===== config.mk =====
export PLATFORM = sky130hd
export DESIGN_NAME = uec_top
export DESIGN_NICKNAME = d
export VERILOG_FILES = /design/src/hdl/uec_pkg.sv /design/src/hdl/uec_chan.sv /design/src/hdl/uec_top.sv
export SDC_FILE = /design/constraint.sdc
export NUM_CORES = 2
export LEC_CHECK = 0
export ABC_CLOCK_PERIOD_IN_PS = 5600
export BUFFER_PORTS_ARGS = -buffer_cell sky130_fd_sc_hd__buf_2
export CAP_MARGIN = 10
export CORE_MARGIN = 1
export CORE_UTILIZATION = 55
export DETAILED_ROUTE_END_ITERATION = 12
export MAX_ROUTING_LAYER = met4
export PLACE_DENSITY = 0.71
export SLEW_MARGIN = 20
export SYNTH_ARGS = -nofsm -noshare
export SYNTH_HDL_FRONTEND = slang
export SYNTH_SLANG_ARGS = --single-unit

===== constraint.sdc =====
create_clock -name sys_clk -period 5.6 [get_ports sys_clk]
set_input_delay 0 -clock sys_clk [delete_from_list [all_inputs] [get_ports sys_clk]]
set_output_delay 0 -clock sys_clk [all_outputs]
set_load 0.005 [all_outputs]

===== src/hdl/uec_pkg.sv =====
// shared constants, types and helpers of the up/down event counter bank
// assumes a 32-bit avalon-mm slave port with byte addresses
package uec_pkg;

    // ****************************************************************
    // geometry and limits
    // ****************************************************************
    localparam int UEC_NCH = 8;
    localparam logic [31:0] UEC_MAX_POS = 32'h7FFFFFFF;
    localparam logic [31:0] UEC_MAX_NEG = 32'h80000000;
    localparam logic [31:0] UEC_ZERO = 32'h00000000;

    // ****************************************************************
    // register map (byte addresses)
    // ****************************************************************
    localparam logic [8:0] UEC_OFF_ENABLE = 9'h000;
    localparam logic [8:0] UEC_OFF_IRQ_STAT = 9'h004;
    localparam logic [8:0] UEC_OFF_IRQ_MASK = 9'h008;
    localparam logic [8:0] UEC_OFF_FLAGS = 9'h00C;
    localparam logic [8:0] UEC_OFF_NV_CTRL = 9'h010;
    localparam logic [8:0] UEC_OFF_CH_BASE = 9'h040;
    localparam logic [8:0] UEC_OFF_CH_END = 9'h140;
    // word index inside one 32-byte channel window
    localparam logic [2:0] UEC_W_PRESET = 3'h0;
    localparam logic [2:0] UEC_W_COMPARE = 3'h1;
    localparam logic [2:0] UEC_W_COUNT = 3'h2;
    localparam logic [2:0] UEC_W_CAPT = 3'h3;
    localparam logic [2:0] UEC_W_TS_LO = 3'h4;
    localparam logic [2:0] UEC_W_TS_HI = 3'h5;
    // field positions
    localparam int UEC_NV_RESTORE_BIT = 0;
    localparam int UEC_IRQ_CAPT_LSB = 0;
    localparam int UEC_IRQ_WRAP_LSB = 8;

    // reset values
    localparam logic [7:0] UEC_RST_ENABLE = 8'h00;
    localparam logic [15:0] UEC_RST_IRQ = 16'h0000;
    localparam logic [31:0] UEC_RST_WORD = 32'h00000000;

    // ****************************************************************
    // carriers
    // ****************************************************************
    typedef struct packed {
        logic up;
        logic dn;
        logic blk;
        logic psel;
        logic rst;
        logic frz_rst;
        logic frz_cnt;
    } uec_in_t;

    typedef struct packed {
        logic above;
        logic equal;
        logic below;
    } uec_flags_t;

    // signed three-way comparison of count against the compare value
    function automatic uec_flags_t uec_cmp(input logic [31:0] cnt,
                                           input logic [31:0] ref_v);
        uec_flags_t f;
        f.above = ($signed(cnt) > $signed(ref_v));
        f.equal = (cnt == ref_v);
        f.below = ($signed(cnt) < $signed(ref_v));
        return f;
    endfunction : uec_cmp

    // byte-enable merge of a write into a held word
    function automatic logic [31:0] uec_be(input logic [31:0] old_v,
                                           input logic [31:0] new_v,
                                           input logic [3:0] be);
        logic [31:0] r;
        r = old_v;
        for (int i = 0; i < 4; i++)
            if (be[i])
                r[8*i +: 8] = new_v[8*i +: 8];
        return r;
    endfunction : uec_be

endpackage : uec_pkg


===== src/hdl/uec_chan.sv =====
// one up/down event counter with preset, compare flags and capture
// assumes inputs sampled only when pass_tick is high
`timescale 1ns/1ps

module uec_chan
    import uec_pkg::*;
(
    input wire logic sys_clk,
    input wire logic resetn,
    input wire logic pass_tick,
    input wire logic enable,
    input wire uec_in_t ins,
    input wire logic [31:0] preset,
    input wire logic [31:0] compare,
    input wire logic [63:0] date_time,
    input wire logic restore,
    input wire logic [31:0] restore_count,
    input wire logic [31:0] restore_capt,
    output logic [31:0] count_r,
    output logic [31:0] capt_r,
    output logic [63:0] capt_ts_r,
    output uec_flags_t flags_r,
    output logic capt_ev_r,
    output logic wrap_ev_r
);

    // ****************************************************************
    // edge detection against last pass
    // ****************************************************************
    uec_in_t prev_r;
    logic en_prev_r;
    uec_in_t rise;
    logic run, en_rise, load_base, up_ev, dn_ev, capture, wrap;
    logic [31:0] base, count_nxt;

    // rising edges only; levels and falls never move the count
    assign rise = uec_in_t'(ins & ~prev_r);
    assign run = pass_tick & enable;
    assign en_rise = run & ~en_prev_r;
    assign base = ins.psel ? preset : UEC_ZERO;
    assign load_base = en_rise | rise.rst | rise.frz_rst;
    assign up_ev = rise.up & ~rise.dn & ~ins.blk;
    assign dn_ev = rise.dn & ~rise.up & ~ins.blk;
    assign capture = run & (rise.frz_rst | rise.frz_cnt);
    // plain 32-bit arithmetic rolls over at both limits
    assign wrap = run & ~load_base & ~rise.psel &
        ((up_ev & (count_r == UEC_MAX_POS)) |
         (dn_ev & (count_r == UEC_MAX_NEG)));

    // loads outrank counting edges of the same pass
    assign count_nxt =
        restore ? restore_count :
        !run ? count_r :
        load_base ? base :
        rise.psel ? preset :
        up_ev ? count_r + 32'h00000001 :
        dn_ev ? count_r - 32'h00000001 :
        count_r;

    // ****************************************************************
    // state
    // ****************************************************************
    always_ff @(posedge sys_clk or negedge resetn)
    begin
        if (!resetn)
        begin
            prev_r <= '0;
            en_prev_r <= 1'b0;
            count_r <= UEC_RST_WORD;
            capt_r <= UEC_RST_WORD;
            capt_ts_r <= {UEC_RST_WORD, UEC_RST_WORD};
            flags_r <= '0;
            capt_ev_r <= 1'b0;
            wrap_ev_r <= 1'b0;
        end
        else
        begin
            if (pass_tick)
            begin
                prev_r <= ins;
                en_prev_r <= enable;
            end
            count_r <= count_nxt;
            if (restore)
                capt_r <= restore_capt;
            else if (capture)
            begin
                capt_r <= count_r;
                capt_ts_r <= date_time;
            end
            // blocked or disabled counters show no flag
            flags_r <= (enable & ~prev_r.blk) ?
                uec_cmp(count_r, compare) : '0;
            capt_ev_r <= capture;
            wrap_ev_r <= wrap;
        end
    end

endmodule : uec_chan


===== src/hdl/uec_top.sv =====
// bank of eight signed up/down event counters behind an avalon-mm slave
// assumes counter inputs synchronous to sys_clk, pass_tick one cycle wide
//
// Our own choices: register access over Avalon-MM and the address map.
`timescale 1ns/1ps

// Behaviour
// - eight independent counters, each with own state
// - count only on low-to-high input edges
// - increment at maximum wraps to most negative
// - decrement at most negative wraps to maximum
// - exclusive above, equal, below compare flags
// - block suspends counting and clears all flags
// - on enable load preset or zero
// - preset-select rise loads preset while running
// - reset commands load preset or zero
// - freeze-reset captures count, time, then resets
// - freeze-count captures count, time, keeps counting
// - save count and capture on power loss
module uec_top
    import uec_pkg::*;
(
    input wire logic sys_clk,
    input wire logic resetn,
    input wire logic [8:0] avs_address,
    input wire logic avs_read,
    input wire logic avs_write,
    input wire logic [31:0] avs_writedata,
    input wire logic [3:0] avs_byteenable,
    output logic [31:0] avs_readdata,
    output logic avs_waitrequest,
    input wire uec_in_t [UEC_NCH-1:0] chan_in,
    input wire logic pass_tick,
    input wire logic [63:0] date_time,
    input wire logic power_fail_in,
    output logic [UEC_NCH-1:0] above_compare_flag,
    output logic [UEC_NCH-1:0] equal_compare_flag,
    output logic [UEC_NCH-1:0] below_compare_flag,
    output logic irq
);

    // ****************************************************************
    // declarations
    // ****************************************************************
    logic wait_r;
    logic [31:0] rdata_r;
    logic irq_r;
    logic [7:0] enable_r;
    logic [15:0] stat_r;
    logic [15:0] mask_r;
    logic restore_r;
    logic [31:0] preset_r [UEC_NCH];
    logic [31:0] compare_r [UEC_NCH];
    logic [31:0] count_w [UEC_NCH];
    logic [31:0] capt_w [UEC_NCH];
    logic [63:0] ts_w [UEC_NCH];
    uec_flags_t flags_w [UEC_NCH];
    logic [UEC_NCH-1:0] capt_ev, wrap_ev;
    // non-volatile image: deliberately not reset
    logic [31:0] nv_count_m [UEC_NCH];
    logic [31:0] nv_capt_m [UEC_NCH];

    // ****************************************************************
    // address decode
    // ****************************************************************
    logic req, take_wr, take_rd, in_chan;
    logic [8:0] ch_off;
    logic [2:0] ch_sel, ch_word;
    logic [31:0] ch_rd, glb_rd, rd_nxt;
    logic [15:0] stat_set, stat_clr, stat_nxt;
    logic [23:0] flag_vec;
    logic [31:0] be_clr, be_enable, be_mask;

    // one wait cycle per access: seen with wait high, answered next
    assign req = avs_read | avs_write;
    assign take_wr = avs_write & ~wait_r;
    assign take_rd = avs_read & wait_r;
    assign in_chan = (avs_address >= UEC_OFF_CH_BASE) &&
                     (avs_address < UEC_OFF_CH_END);
    assign ch_off = avs_address - UEC_OFF_CH_BASE;
    assign ch_sel = ch_off[7:5];
    assign ch_word = ch_off[4:2];

    // channel window read mux; unused words read as zero
    assign ch_rd =
        (ch_word == UEC_W_PRESET) ? preset_r[ch_sel] :
        (ch_word == UEC_W_COMPARE) ? compare_r[ch_sel] :
        (ch_word == UEC_W_COUNT) ? count_w[ch_sel] :
        (ch_word == UEC_W_CAPT) ? capt_w[ch_sel] :
        (ch_word == UEC_W_TS_LO) ? ts_w[ch_sel][31:0] :
        (ch_word == UEC_W_TS_HI) ? ts_w[ch_sel][63:32] :
        UEC_RST_WORD;

    // global register read mux; unmapped addresses read as zero
    assign flag_vec = {below_compare_flag, equal_compare_flag,
                       above_compare_flag};
    assign glb_rd =
        (avs_address == UEC_OFF_ENABLE) ? {24'h000000, enable_r} :
        (avs_address == UEC_OFF_IRQ_STAT) ? {16'h0000, stat_r} :
        (avs_address == UEC_OFF_IRQ_MASK) ? {16'h0000, mask_r} :
        (avs_address == UEC_OFF_FLAGS) ? {8'h00, flag_vec} :
        UEC_RST_WORD;
    assign rd_nxt = in_chan ? ch_rd : glb_rd;

    // ****************************************************************
    // interrupt status
    // ****************************************************************
    // byte-lane merges of the writable global words
    assign be_clr = uec_be(UEC_RST_WORD, avs_writedata, avs_byteenable);
    assign be_enable = uec_be({24'h000000, enable_r}, avs_writedata,
                              avs_byteenable);
    assign be_mask = uec_be({16'h0000, mask_r}, avs_writedata,
                            avs_byteenable);
    // a new event in the clearing cycle survives: set wins over clear
    assign stat_set = {wrap_ev, capt_ev};
    assign stat_clr = (take_wr && avs_address == UEC_OFF_IRQ_STAT) ?
        be_clr[15:0] :
        16'h0000;
    assign stat_nxt = (stat_r & ~stat_clr) | stat_set;

    // ****************************************************************
    // bus handshake and global registers
    // ****************************************************************
    always_ff @(posedge sys_clk or negedge resetn)
    begin
        if (!resetn)
        begin
            wait_r <= 1'b1;
            rdata_r <= UEC_RST_WORD;
            irq_r <= 1'b0;
            enable_r <= UEC_RST_ENABLE;
            stat_r <= UEC_RST_IRQ;
            mask_r <= UEC_RST_IRQ;
            restore_r <= 1'b0;
        end
        else
        begin
            wait_r <= ~(req & wait_r);
            if (take_rd)
                rdata_r <= rd_nxt;
            stat_r <= stat_nxt;
            irq_r <= |(stat_nxt & mask_r);
            if (take_wr && avs_address == UEC_OFF_ENABLE)
                enable_r <= be_enable[7:0];
            if (take_wr && avs_address == UEC_OFF_IRQ_MASK)
                mask_r <= be_mask[15:0];
            restore_r <= take_wr && avs_address == UEC_OFF_NV_CTRL &&
                avs_byteenable[0] && avs_writedata[UEC_NV_RESTORE_BIT];
        end
    end

    assign avs_waitrequest = wait_r;
    assign avs_readdata = rdata_r;
    assign irq = irq_r;

    // ****************************************************************
    // counter channels
    // ****************************************************************
    for (genvar g = 0; g < UEC_NCH; g++)
    begin : g_ch
        logic wr_pre, wr_cmp;

        // per-channel setting writes
        assign wr_pre = take_wr && in_chan && ch_sel == 3'(g) &&
                        ch_word == UEC_W_PRESET;
        assign wr_cmp = take_wr && in_chan && ch_sel == 3'(g) &&
                        ch_word == UEC_W_COMPARE;

        always_ff @(posedge sys_clk or negedge resetn)
        begin
            if (!resetn)
            begin
                preset_r[g] <= UEC_RST_WORD;
                compare_r[g] <= UEC_RST_WORD;
            end
            else
            begin
                if (wr_pre)
                    preset_r[g] <= uec_be(preset_r[g], avs_writedata,
                                          avs_byteenable);
                if (wr_cmp)
                    compare_r[g] <= uec_be(compare_r[g], avs_writedata,
                                           avs_byteenable);
            end
        end

        // each instance keeps its own state and settings
        uec_chan u_chan (
            .sys_clk(sys_clk),
            .resetn(resetn),
            .pass_tick(pass_tick),
            .enable(enable_r[g]),
            .ins(chan_in[g]),
            .preset(preset_r[g]),
            .compare(compare_r[g]),
            .date_time(date_time),
            .restore(restore_r),
            .restore_count(nv_count_m[g]),
            .restore_capt(nv_capt_m[g]),
            .count_r(count_w[g]),
            .capt_r(capt_w[g]),
            .capt_ts_r(ts_w[g]),
            .flags_r(flags_w[g]),
            .capt_ev_r(capt_ev[g]),
            .wrap_ev_r(wrap_ev[g])
        );

        assign above_compare_flag[g] = flags_w[g].above;
        assign equal_compare_flag[g] = flags_w[g].equal;
        assign below_compare_flag[g] = flags_w[g].below;

        // keeps refreshing while the supply warning stands
        always_ff @(posedge sys_clk)
        begin
            if (power_fail_in)
            begin
                nv_count_m[g] <= count_w[g];
                nv_capt_m[g] <= capt_w[g];
            end
        end

        // ************************************************************
        // checks
        // ************************************************************
        uec_in_t smp_r;
        uec_in_t rs;
        logic en_q_r;
        logic quiet;

        // helper copy of the last-pass samples
        always_ff @(posedge sys_clk or negedge resetn)
        begin
            if (!resetn)
            begin
                smp_r <= '0;
                en_q_r <= 1'b0;
            end
            else if (pass_tick)
            begin
                smp_r <= chan_in[g];
                en_q_r <= enable_r[g];
            end
        end

        // quiet: a pass with no load, block or restore, plain counting
        assign rs = uec_in_t'(chan_in[g] & ~smp_r);
        assign quiet = pass_tick && enable_r[g] && en_q_r && !restore_r &&
                       !rs.rst && !rs.frz_rst && !rs.psel &&
                       !chan_in[g].blk;

        a_count_step: assert property (
            @(posedge sys_clk) disable iff (!resetn)
            quiet && rs.up && !rs.dn && count_w[g] != UEC_MAX_POS
            |=> count_w[g] == $past(count_w[g]) + 32'h00000001)
            else $error("up edge did not add one");

        a_up_wrap: assert property (
            @(posedge sys_clk) disable iff (!resetn)
            quiet && rs.up && !rs.dn && count_w[g] == UEC_MAX_POS
            |=> count_w[g] == UEC_MAX_NEG && wrap_ev[g])
            else $error("up wrap wrong");

        a_down_wrap: assert property (
            @(posedge sys_clk) disable iff (!resetn)
            quiet && rs.dn && !rs.up && count_w[g] == UEC_MAX_NEG
            |=> count_w[g] == UEC_MAX_POS && wrap_ev[g])
            else $error("down wrap wrong");

        a_flag_onehot: assert property (
            @(posedge sys_clk) disable iff (!resetn)
            enable_r[g] && !smp_r.blk && $stable(enable_r[g]) &&
            $stable(smp_r)
            |=> $onehot(flags_w[g]) &&
                flags_w[g] == uec_cmp($past(count_w[g]),
                                      $past(compare_r[g])))
            else $error("compare flags wrong");

        a_block_flags: assert property (
            @(posedge sys_clk) disable iff (!resetn)
            smp_r.blk |=> flags_w[g] == '0)
            else $error("flags active while blocked");

        a_no_tick_hold: assert property (
            @(posedge sys_clk) disable iff (!resetn)
            !pass_tick && !restore_r |=> $stable(count_w[g]))
            else $error("count moved between passes");

        a_enable_load: assert property (
            @(posedge sys_clk) disable iff (!resetn)
            pass_tick && enable_r[g] && !en_q_r && !restore_r
            |=> count_w[g] == ($past(chan_in[g].psel) ?
                               $past(preset_r[g]) : UEC_ZERO))
            else $error("enable load wrong");

        a_reset_prio: assert property (
            @(posedge sys_clk) disable iff (!resetn)
            pass_tick && enable_r[g] && en_q_r && !restore_r && rs.rst
            |=> count_w[g] == ($past(chan_in[g].psel) ?
                               $past(preset_r[g]) : UEC_ZERO))
            else $error("reset load wrong");

        a_freeze_reset: assert property (
            @(posedge sys_clk) disable iff (!resetn)
            pass_tick && enable_r[g] && !restore_r && rs.frz_rst
            |=> capt_w[g] == $past(count_w[g]) &&
                ts_w[g] == $past(date_time) ##1 stat_r[g])
            else $error("freeze-reset capture wrong");

        a_preset_rise: assert property (
            @(posedge sys_clk) disable iff (!resetn)
            pass_tick && enable_r[g] && en_q_r && !restore_r &&
            !rs.rst && !rs.frz_rst && rs.psel
            |=> count_w[g] == $past(preset_r[g]))
            else $error("preset edge load wrong");

        a_freeze_count: assert property (
            @(posedge sys_clk) disable iff (!resetn)
            pass_tick && enable_r[g] && !restore_r && rs.frz_cnt
            |=> capt_w[g] == $past(count_w[g]) &&
                ts_w[g] == $past(date_time))
            else $error("freeze-count capture wrong");
    end

    // with the mask steady, irq shows whether a masked status bit is set
    a_irq_level: assert property (
        @(posedge sys_clk) disable iff (!resetn)
        $stable(mask_r) |-> irq == |(stat_r & mask_r))
        else $error("irq not following masked status");

    // an event sets its status bit even in a clearing cycle
    a_status_set: assert property (
        @(posedge sys_clk) disable iff (!resetn)
        stat_set != 16'h0000
        |=> (stat_r & $past(stat_set)) == $past(stat_set))
        else $error("event lost from status");

    // every request is answered after exactly one wait cycle
    a_bus_answer: assert property (
        @(posedge sys_clk) disable iff (!resetn)
        (avs_read || avs_write) && avs_waitrequest
        |=> !avs_waitrequest)
        else $error("bus request not answered in one cycle");

endmodule : uec_top


# After elaboration in Yosys (flattened, before gate mapping)
# Memories as Yosys holds them, arrays and structs flattened.
# Index checks and enable logic that the tools add are counted.
# op_classes
addsub	17
order_cmp	19
n_eq_ne	40
n_mux	111
n_bitwise	220
n_reduce_logical	143
# ops
op	count
32-bit two-way mux	87
32-bit binary-select mux with 3-bit select	4
32-bit by 1-bit adder with 32-bit output, second input constant	8
32-bit by 31-bit == test with 1-bit output, second input constant	8
32-bit == test	8
32-bit == test, second input constant	8
32-bit > comparator	8
32-bit less-than comparator	8
32-bit by 1-bit subtractor with 32-bit output, second input constant	8
64-bit binary-select mux with 3-bit select	1
2-bit AND reduction	83
64-bit two-way mux	2
1-bit bitwise AND	107
24-bit two-way mux	4
1-bit NOT	59
7-bit bitwise AND	8
7-bit NOT	8
5-bit nonzero test	8
1-bit OR	33
16-bit bitwise AND	2
1-bit logical AND	32
2-bit nonzero test	16
3-bit two-way mux	8
3-bit == test, second input constant	6
18 further kinds	26
# totals
regBits	1715
mem_bits_rw	512
input_bits	171
out_inout_bits	58
elab_cells	752
n_memories	2
# memory_table
memory	words	word_bits	rd	rd_ports_with_merged_regs	write_ports	line	text
nv_capt_m	8	32	8	0	8	uec_top.sv:61	logic [31:0] nv_capt_m [UEC_NCH];
nv_count_m	8	32	8	0	8	uec_top.sv:60	logic [31:0] nv_count_m [UEC_NCH];

# Depth between registers and ports, before layout
# logic_depth
ltp_word	12
depth_mapped	17
mapped_depth_nobuf	16

# Cells and area by module
# Synthesis repeated with hierarchy kept, for this count alone.
# unflattened
hier_cells	10231
area_unflattened_um2	121014.8
# by_module_without_submodules
module	instances	cells_each	area_each_um2	seq_area_each_um2
uec_top	1	3040	50836.3	30065.1
uec_chan at g_ch[1].u_chan ...	3	873	8612.0	3528.4
uec_chan at g_ch[5].u_chan ...	2	939	8994.9	3528.4
uec_chan at g_ch[4].u_chan	1	920	8876.0	3528.4
uec_chan at g_ch[7].u_chan	1	887	8767.2	3528.4
uec_chan at g_ch[0].u_chan	1	887	8709.6	3528.4

# Least setup slack after synthesis
# No wires, ideal clock.
# synth_path
path_kind	reg-to-reg
from	register g_ch[6].u_chan.prev_r[6] (netlist name)
to	register g_ch[6].u_chan.count_r[24]
setup_time_ns	0.135
arrival_ns	4.102
t_required_ns	5.465
setup_slack_ns	1.364
path_stages_with_launch	16
path_buffers	0
synth_period_minus_slack_ns	4.236
path_cell_list	dfrtp_1 > or3_1 > nor2_1 > inv_1 > ha_1 > nor2b_1 > o31ai_2 > a21oi_1 > or3_1 > a221o_1 > a221oi_4 > o21ai_2 > o21a_1 > or3_1 > a31oi_1 > o31ai_1
# synth_via
elab_chain_len	9
word_cells_on_any_way	14
cone_classes	5 x mux; 7 x bitwise; 2 x reduce/logical
# synth_rtl
element	line	text
start: declaration	uec_chan.sv:30	uec_in_t prev_r;
start signal: assignment	uec_chan.sv:80	prev_r <= ins;
7-bit NOT (*)	uec_chan.sv:37	assign rise = uec_in_t'(ins & ~prev_r);
7-bit bitwise AND (*)	uec_chan.sv:37	
1-bit bitwise AND (2 in a row)	uec_chan.sv:42	assign up_ev = rise.up & ~rise.dn & ~ins.blk;
32-bit two-way mux	uec_chan.sv:56	up_ev ? count_r + 32'h00000001 :
32-bit two-way mux	uec_chan.sv:55	rise.psel ? preset :
32-bit two-way mux	uec_chan.sv:54	load_base ? base :
32-bit two-way mux	uec_chan.sv:53	!run ? count_r :
32-bit two-way mux	uec_chan.sv:52	restore ? restore_count :
end signal: assignment	uec_chan.sv:83	count_r <= count_nxt;
end: declaration	uec_chan.sv:19	output logic [31:0] count_r,
# Mark *: on every way between the ends. The rest lies on a longest branch, timed or not. The select of a mux whose other input is x is not followed.
# A chain may end at the register's enable or synchronous reset.

# Worst setup path in the final report
# layout_path
from	register g_ch[5].u_chan.prev_r[6] (netlist name)
to	register g_ch[5].u_chan.count_r[31]
# layout_via
elab_chain_len	9
word_cells_on_any_way	14
cone_classes	5 x mux; 7 x bitwise; 2 x reduce/logical
# layout_rtl
element	line
start: declaration	uec_chan.sv:30
start signal: assignment	uec_chan.sv:80
7-bit NOT (*)	uec_chan.sv:37
7-bit bitwise AND (*)	uec_chan.sv:37
1-bit bitwise AND (2 in a row)	uec_chan.sv:42
32-bit two-way mux	uec_chan.sv:56
32-bit two-way mux	uec_chan.sv:55
32-bit two-way mux	uec_chan.sv:54
32-bit two-way mux	uec_chan.sv:53
32-bit two-way mux	uec_chan.sv:52
end signal: assignment	uec_chan.sv:83
end: declaration	uec_chan.sv:19
# Marks and branches as above.

==> impl_metrics.json <==
{
  "fin_worst_skew_ns": 0.0774,
  "worst_pin_slew_ns": 1.36,
  "start_util": 0.555,
  "power.static_leakage_nw": 54.4,
  "dr_total_vias": 90891,
  "worst_setup_path_endpoint": "g_ch[5].u_chan.count_r[31]",
  "reg2reg_setup_slack_ns": 0.26,
  "fraction_of_the_yosys_area_taken_by_sequential_cells": 0.494,
  "critical_path.reg2reg.endpoint": "g_ch[5].u_chan.count_r[31]",
  "area_growth_pct": 14.6,
  "fin_max_slew_vios": 0,
  "timing.final.crit_share": 0.953,
  "number_of_register_bits_inferred_by_synthesis": 2227,
  "cts.reportedPaths.clkPinSlew_ns": 0.06,
  "floorplan.core_area_sq_mm": 0.213,
  "yosysTopAreaCellShare": 0.363,
  "hpwl_um": 335000,
  "vdd_drop_max_v": 0.000365,
  "gr-usage-met2": 0.604,
  "ctsLongestPathBuffers": 3,
  "grt_max_degree": 225,
  "numClockSinks": 2227,
  "drtPass1Iterations": 7,
  "grt_pass1_wl_um": 657000,
  "ctsHtreeMaxLevel": 4,
  "port_buffers": 228,
  "critical_path.slowest_cell": "sky130_fd_sc_hd__nor2_1",
  "critical_path.n_buffers_inverters": 2,
  "die_area_sq_mm": 0.216,
  "floorplan.io_pins": 229,
  "status": "finished, final reports clean",
  "worst_setup_path_start_kind": "flop",
  "hold_slack_ns": 0.0217,
  "grt.overflow.total": 0,
  "crit_arrival_ns": 6.12,
  "synth_edf_count": 512,
  "crit_path_cell_trace": "or3_1 > nor2_1 > inv_1 > buf_4 > ha_1 > a21oi_1 > o21ai_1 > a21boi_1 > o31ai_1 > a21o_1 > a2111oi_0 > nor2_1 > a31oi_1 > o21ai_1 > xnor2_1 > a211oi_1",
  "post_route_cells_drive_above_1_share": 0.239,
  "end_kind": "flop",
  "route.detailed.drc": 0,
  "report.final.hold_viol_count": 0,
  "timing.setup.tns_ns": 0,
  "timing.reg2reg.worst_path_depth": 16,
  "cts-root-buf": "sky130_fd_sc_hd__clkbuf_16",
  "synth_area_per_cell_sq_um": 12.1,
  "regToRegStartpoint": "g_ch[5].u_chan.prev_r[6]",
  "min_period_ns": 5.34,
  "worstHoldPathType": "input pin to flop",
  "netlist_top_cells_area": "sky130_fd_sc_hd__dfrtp_1 36%, sky130_fd_sc_hd__edfxtp_1 13%, sky130_fd_sc_hd__mux2_2 10%, sky130_fd_sc_hd__mux4_2 8.1%, sky130_fd_sc_hd__ha_1 5.4%",
  "grt.busiest_layer": "met2",
  "gpl.final_weighted_congestion": 1.05,
  "critPathTopFamily": "compound AO/OA/AOI/OAI gates",
  "synth_top_area_cell": "sky130_fd_sc_hd__dfrtp_1",
  "cts_resized": 0,
  "setup_viol": 0,
  "antenna_found_initial": 41,
  "synth.distinct_cells": 90,
  "netlist_instances": 9746,
  "synthesis.yosys.warnings": 0,
  "max-slew-margin-rel": 0.0858,
  "rsz0062_at_grt": "false",
  "cts_post_setup_buffers_inserted": 0,
  "number_of_nets_at_the_end_of_the_flow": 11034,
  "fmaxAchievable_mhz": 187,
  "syn-cell-area_sq_mm": 0.118,
  "power.density_cell_area_mw_per_mm2": 301,
  "post_drt_wl_per_cell_um": 34.5,
  "clk-insertion-delay-late_ns": 0.93,
  "cts-buffers-inserted": 236,
  "initial_drt_markers": 12010,
  "max_cap_viol_count": 0,
  "synthesis.nets": 10431,
  "grtUsageTotal": 0.439,
  "worstPathRequired_ns": 6.39,
  "num-fill-cells": 16304,
  "tritoncts_clock_tree": "yes",
  "timing.critical_path.from": "g_ch[5].u_chan.prev_r[6]",
  "global_route.usage.met3": 0.132,
  "horizontal_extent_of_the_die_um": 465,
  "final_antenna_net_count": 0,
  "vias_in_the_first_global_route": 88581,
  "placementRows": 169,
  "met1_usage": 0.561,
  "crit_fanout": 24,
  "synthArstFlopShare": 0.770,
  "die_height_um": 465,
  "synth_flop_cell": "sky130_fd_sc_hd__dfrtp_1",
  "delay_of_the_slowest_cell_on_the_worst_path_ns": 0.71,
  "crit_cells": 16,
  "fin_util": 0.636,
  "vias_per_cell": 6.78,
  "timing.setup.critical_path_class": "flop to flop",
  "wl_um": 462000
}
worst min-delay path, delay by kind of cell:
kind	cells	cell delay, ns
buffers and inverters	2	0.75
multiplexers	1	0.16
cells by family (layout without fill, tap and decap cells):
logic type / after synthesis / after routing / share of synthesized area
DFF: 2227 / 2227 / 0.494
AOI/OAI and AO/OA: 2149 / 2149 / 0.113
buffers and inverters: 873 / 1691 / 0.0283
and+or+nand+nor: 1852 / 1852 / 0.0745
xor gates and xnor gates: 212 / 212 / 0.0157
adders and majority gates: 514 / 514 / 0.0550
other: 0 / 29 / 0
muxes: 1919 / 1919 / 0.219
repair_timing:
item / CTS / global route
endpoints found under the hold margin: 2492 / 0
hold buffers: 312 / 0
setup endpoints to repair: 0 / 0
metrics by stage:
step                      cell area (sq um)  total power, mW  setup WS [ns]  cells
after global routing                 135000             41.8          0.196  13407
after global placement               124000             24.1          0.645  12620
after CTS                            135000             40.6          0.488  13385
after detailed placement             124000             24.2          0.557  12620
final                                135000             40.8          0.264  13414
after floorplan                      118000             21.4           1.36   9746
power breakdown:
group          leakage (nW)  internal, mW  switching (mW)
clock network          3.94          9.33            7.06
registers              25.3          17.2           0.769
logic                  25.2          2.40            3.96
registers in the layout, summed over array words and instances (netlist names), 16 cells and up:
signal	cells
compare_r	256
g_ch.u_chan.prev_r	56
g_ch.u_chan.capt_ts_r	512
g_ch.u_chan.count_r	256
nv_capt_m	256
mask_r	16
stat_r	16
g_ch.u_chan.capt_r	256
g_ch.u_chan.flags_r	24
avs_readdata	32
nv_count_m	256
preset_r	256
cells in the mapped netlist (all sizes together) (55+ instances only):
library cell	instances
a211oi	69
a21o	196
a21oi	479
a221o	68
a221oi	109
buf	112
clkbuf	412
dfrtp	1714
edfxtp	512
ha	506
inv	349
mux2	1102
mux2i	394
mux4	423
nand2	811
nand2b	96
nand3	110
nand4	169
nor2	272
nor2b	95
nor3	55
nor4	88
o21ai	816
o22ai	70
xnor2	134
xor2	78
layout by cell type (no fill, tap or decap), types with 222 or more instances in the layout:
master,n
sky130_fd_sc_hd__dfrtp_1,1713
sky130_fd_sc_hd__mux2_2,1067
sky130_fd_sc_hd__nand2_1,810
sky130_fd_sc_hd__o21ai_0,583
sky130_fd_sc_hd__edfxtp_1,512
sky130_fd_sc_hd__ha_1,505
sky130_fd_sc_hd__a21oi_1,467
sky130_fd_sc_hd__mux4_2,423
sky130_fd_sc_hd__mux2i_1,394
sky130_fd_sc_hd__inv_1,348
sky130_fd_sc_hd__buf_4,327
sky130_fd_sc_hd__dlygate4sd3_1,311
sky130_fd_sc_hd__nor2_1,261
sky130_fd_sc_hd__clkbuf_16,238
sky130_fd_sc_hd__o21ai_1,228
sky130_fd_sc_hd__buf_2,222
worst min-delay path by stage:
stage                   from                            to  cells after the start
2_1_floorplan         resetn               avs_readdata[0]                      0
3_3_place_gp          resetn   g_ch[4].u_chan.capt_ts_r[5]                      1
3_5_place_dp          resetn   g_ch[4].u_chan.capt_ts_r[5]                      1
4_1_cts        date_time[37]  g_ch[7].u_chan.capt_ts_r[37]                      3
5_1_grt        date_time[37]  g_ch[7].u_chan.capt_ts_r[37]                      3
6_report       date_time[37]  g_ch[7].u_chan.capt_ts_r[37]                      3
layer usage:
layer  up-vias  part of all wire
met3      1133              0.11
li1      37979                 -
met5         -                 0
met4         0             0.080
met1     46590              0.38
met2      5189              0.42
cell type report:
class                   instances  area, sq um  share of cell area
flip-flops and latches       2227        58300               0.431
multi-input cells            6646        56700               0.419
repair buffers                889         7250              0.0536
clock buffers                 343         6830              0.0505
well taps                    2821         3530              0.0261
inverters                     349         1310             0.00970
clock inverters               110         1300             0.00963
diodes                         29         72.6            0.000536
Power figures use the tool's default switching activity.
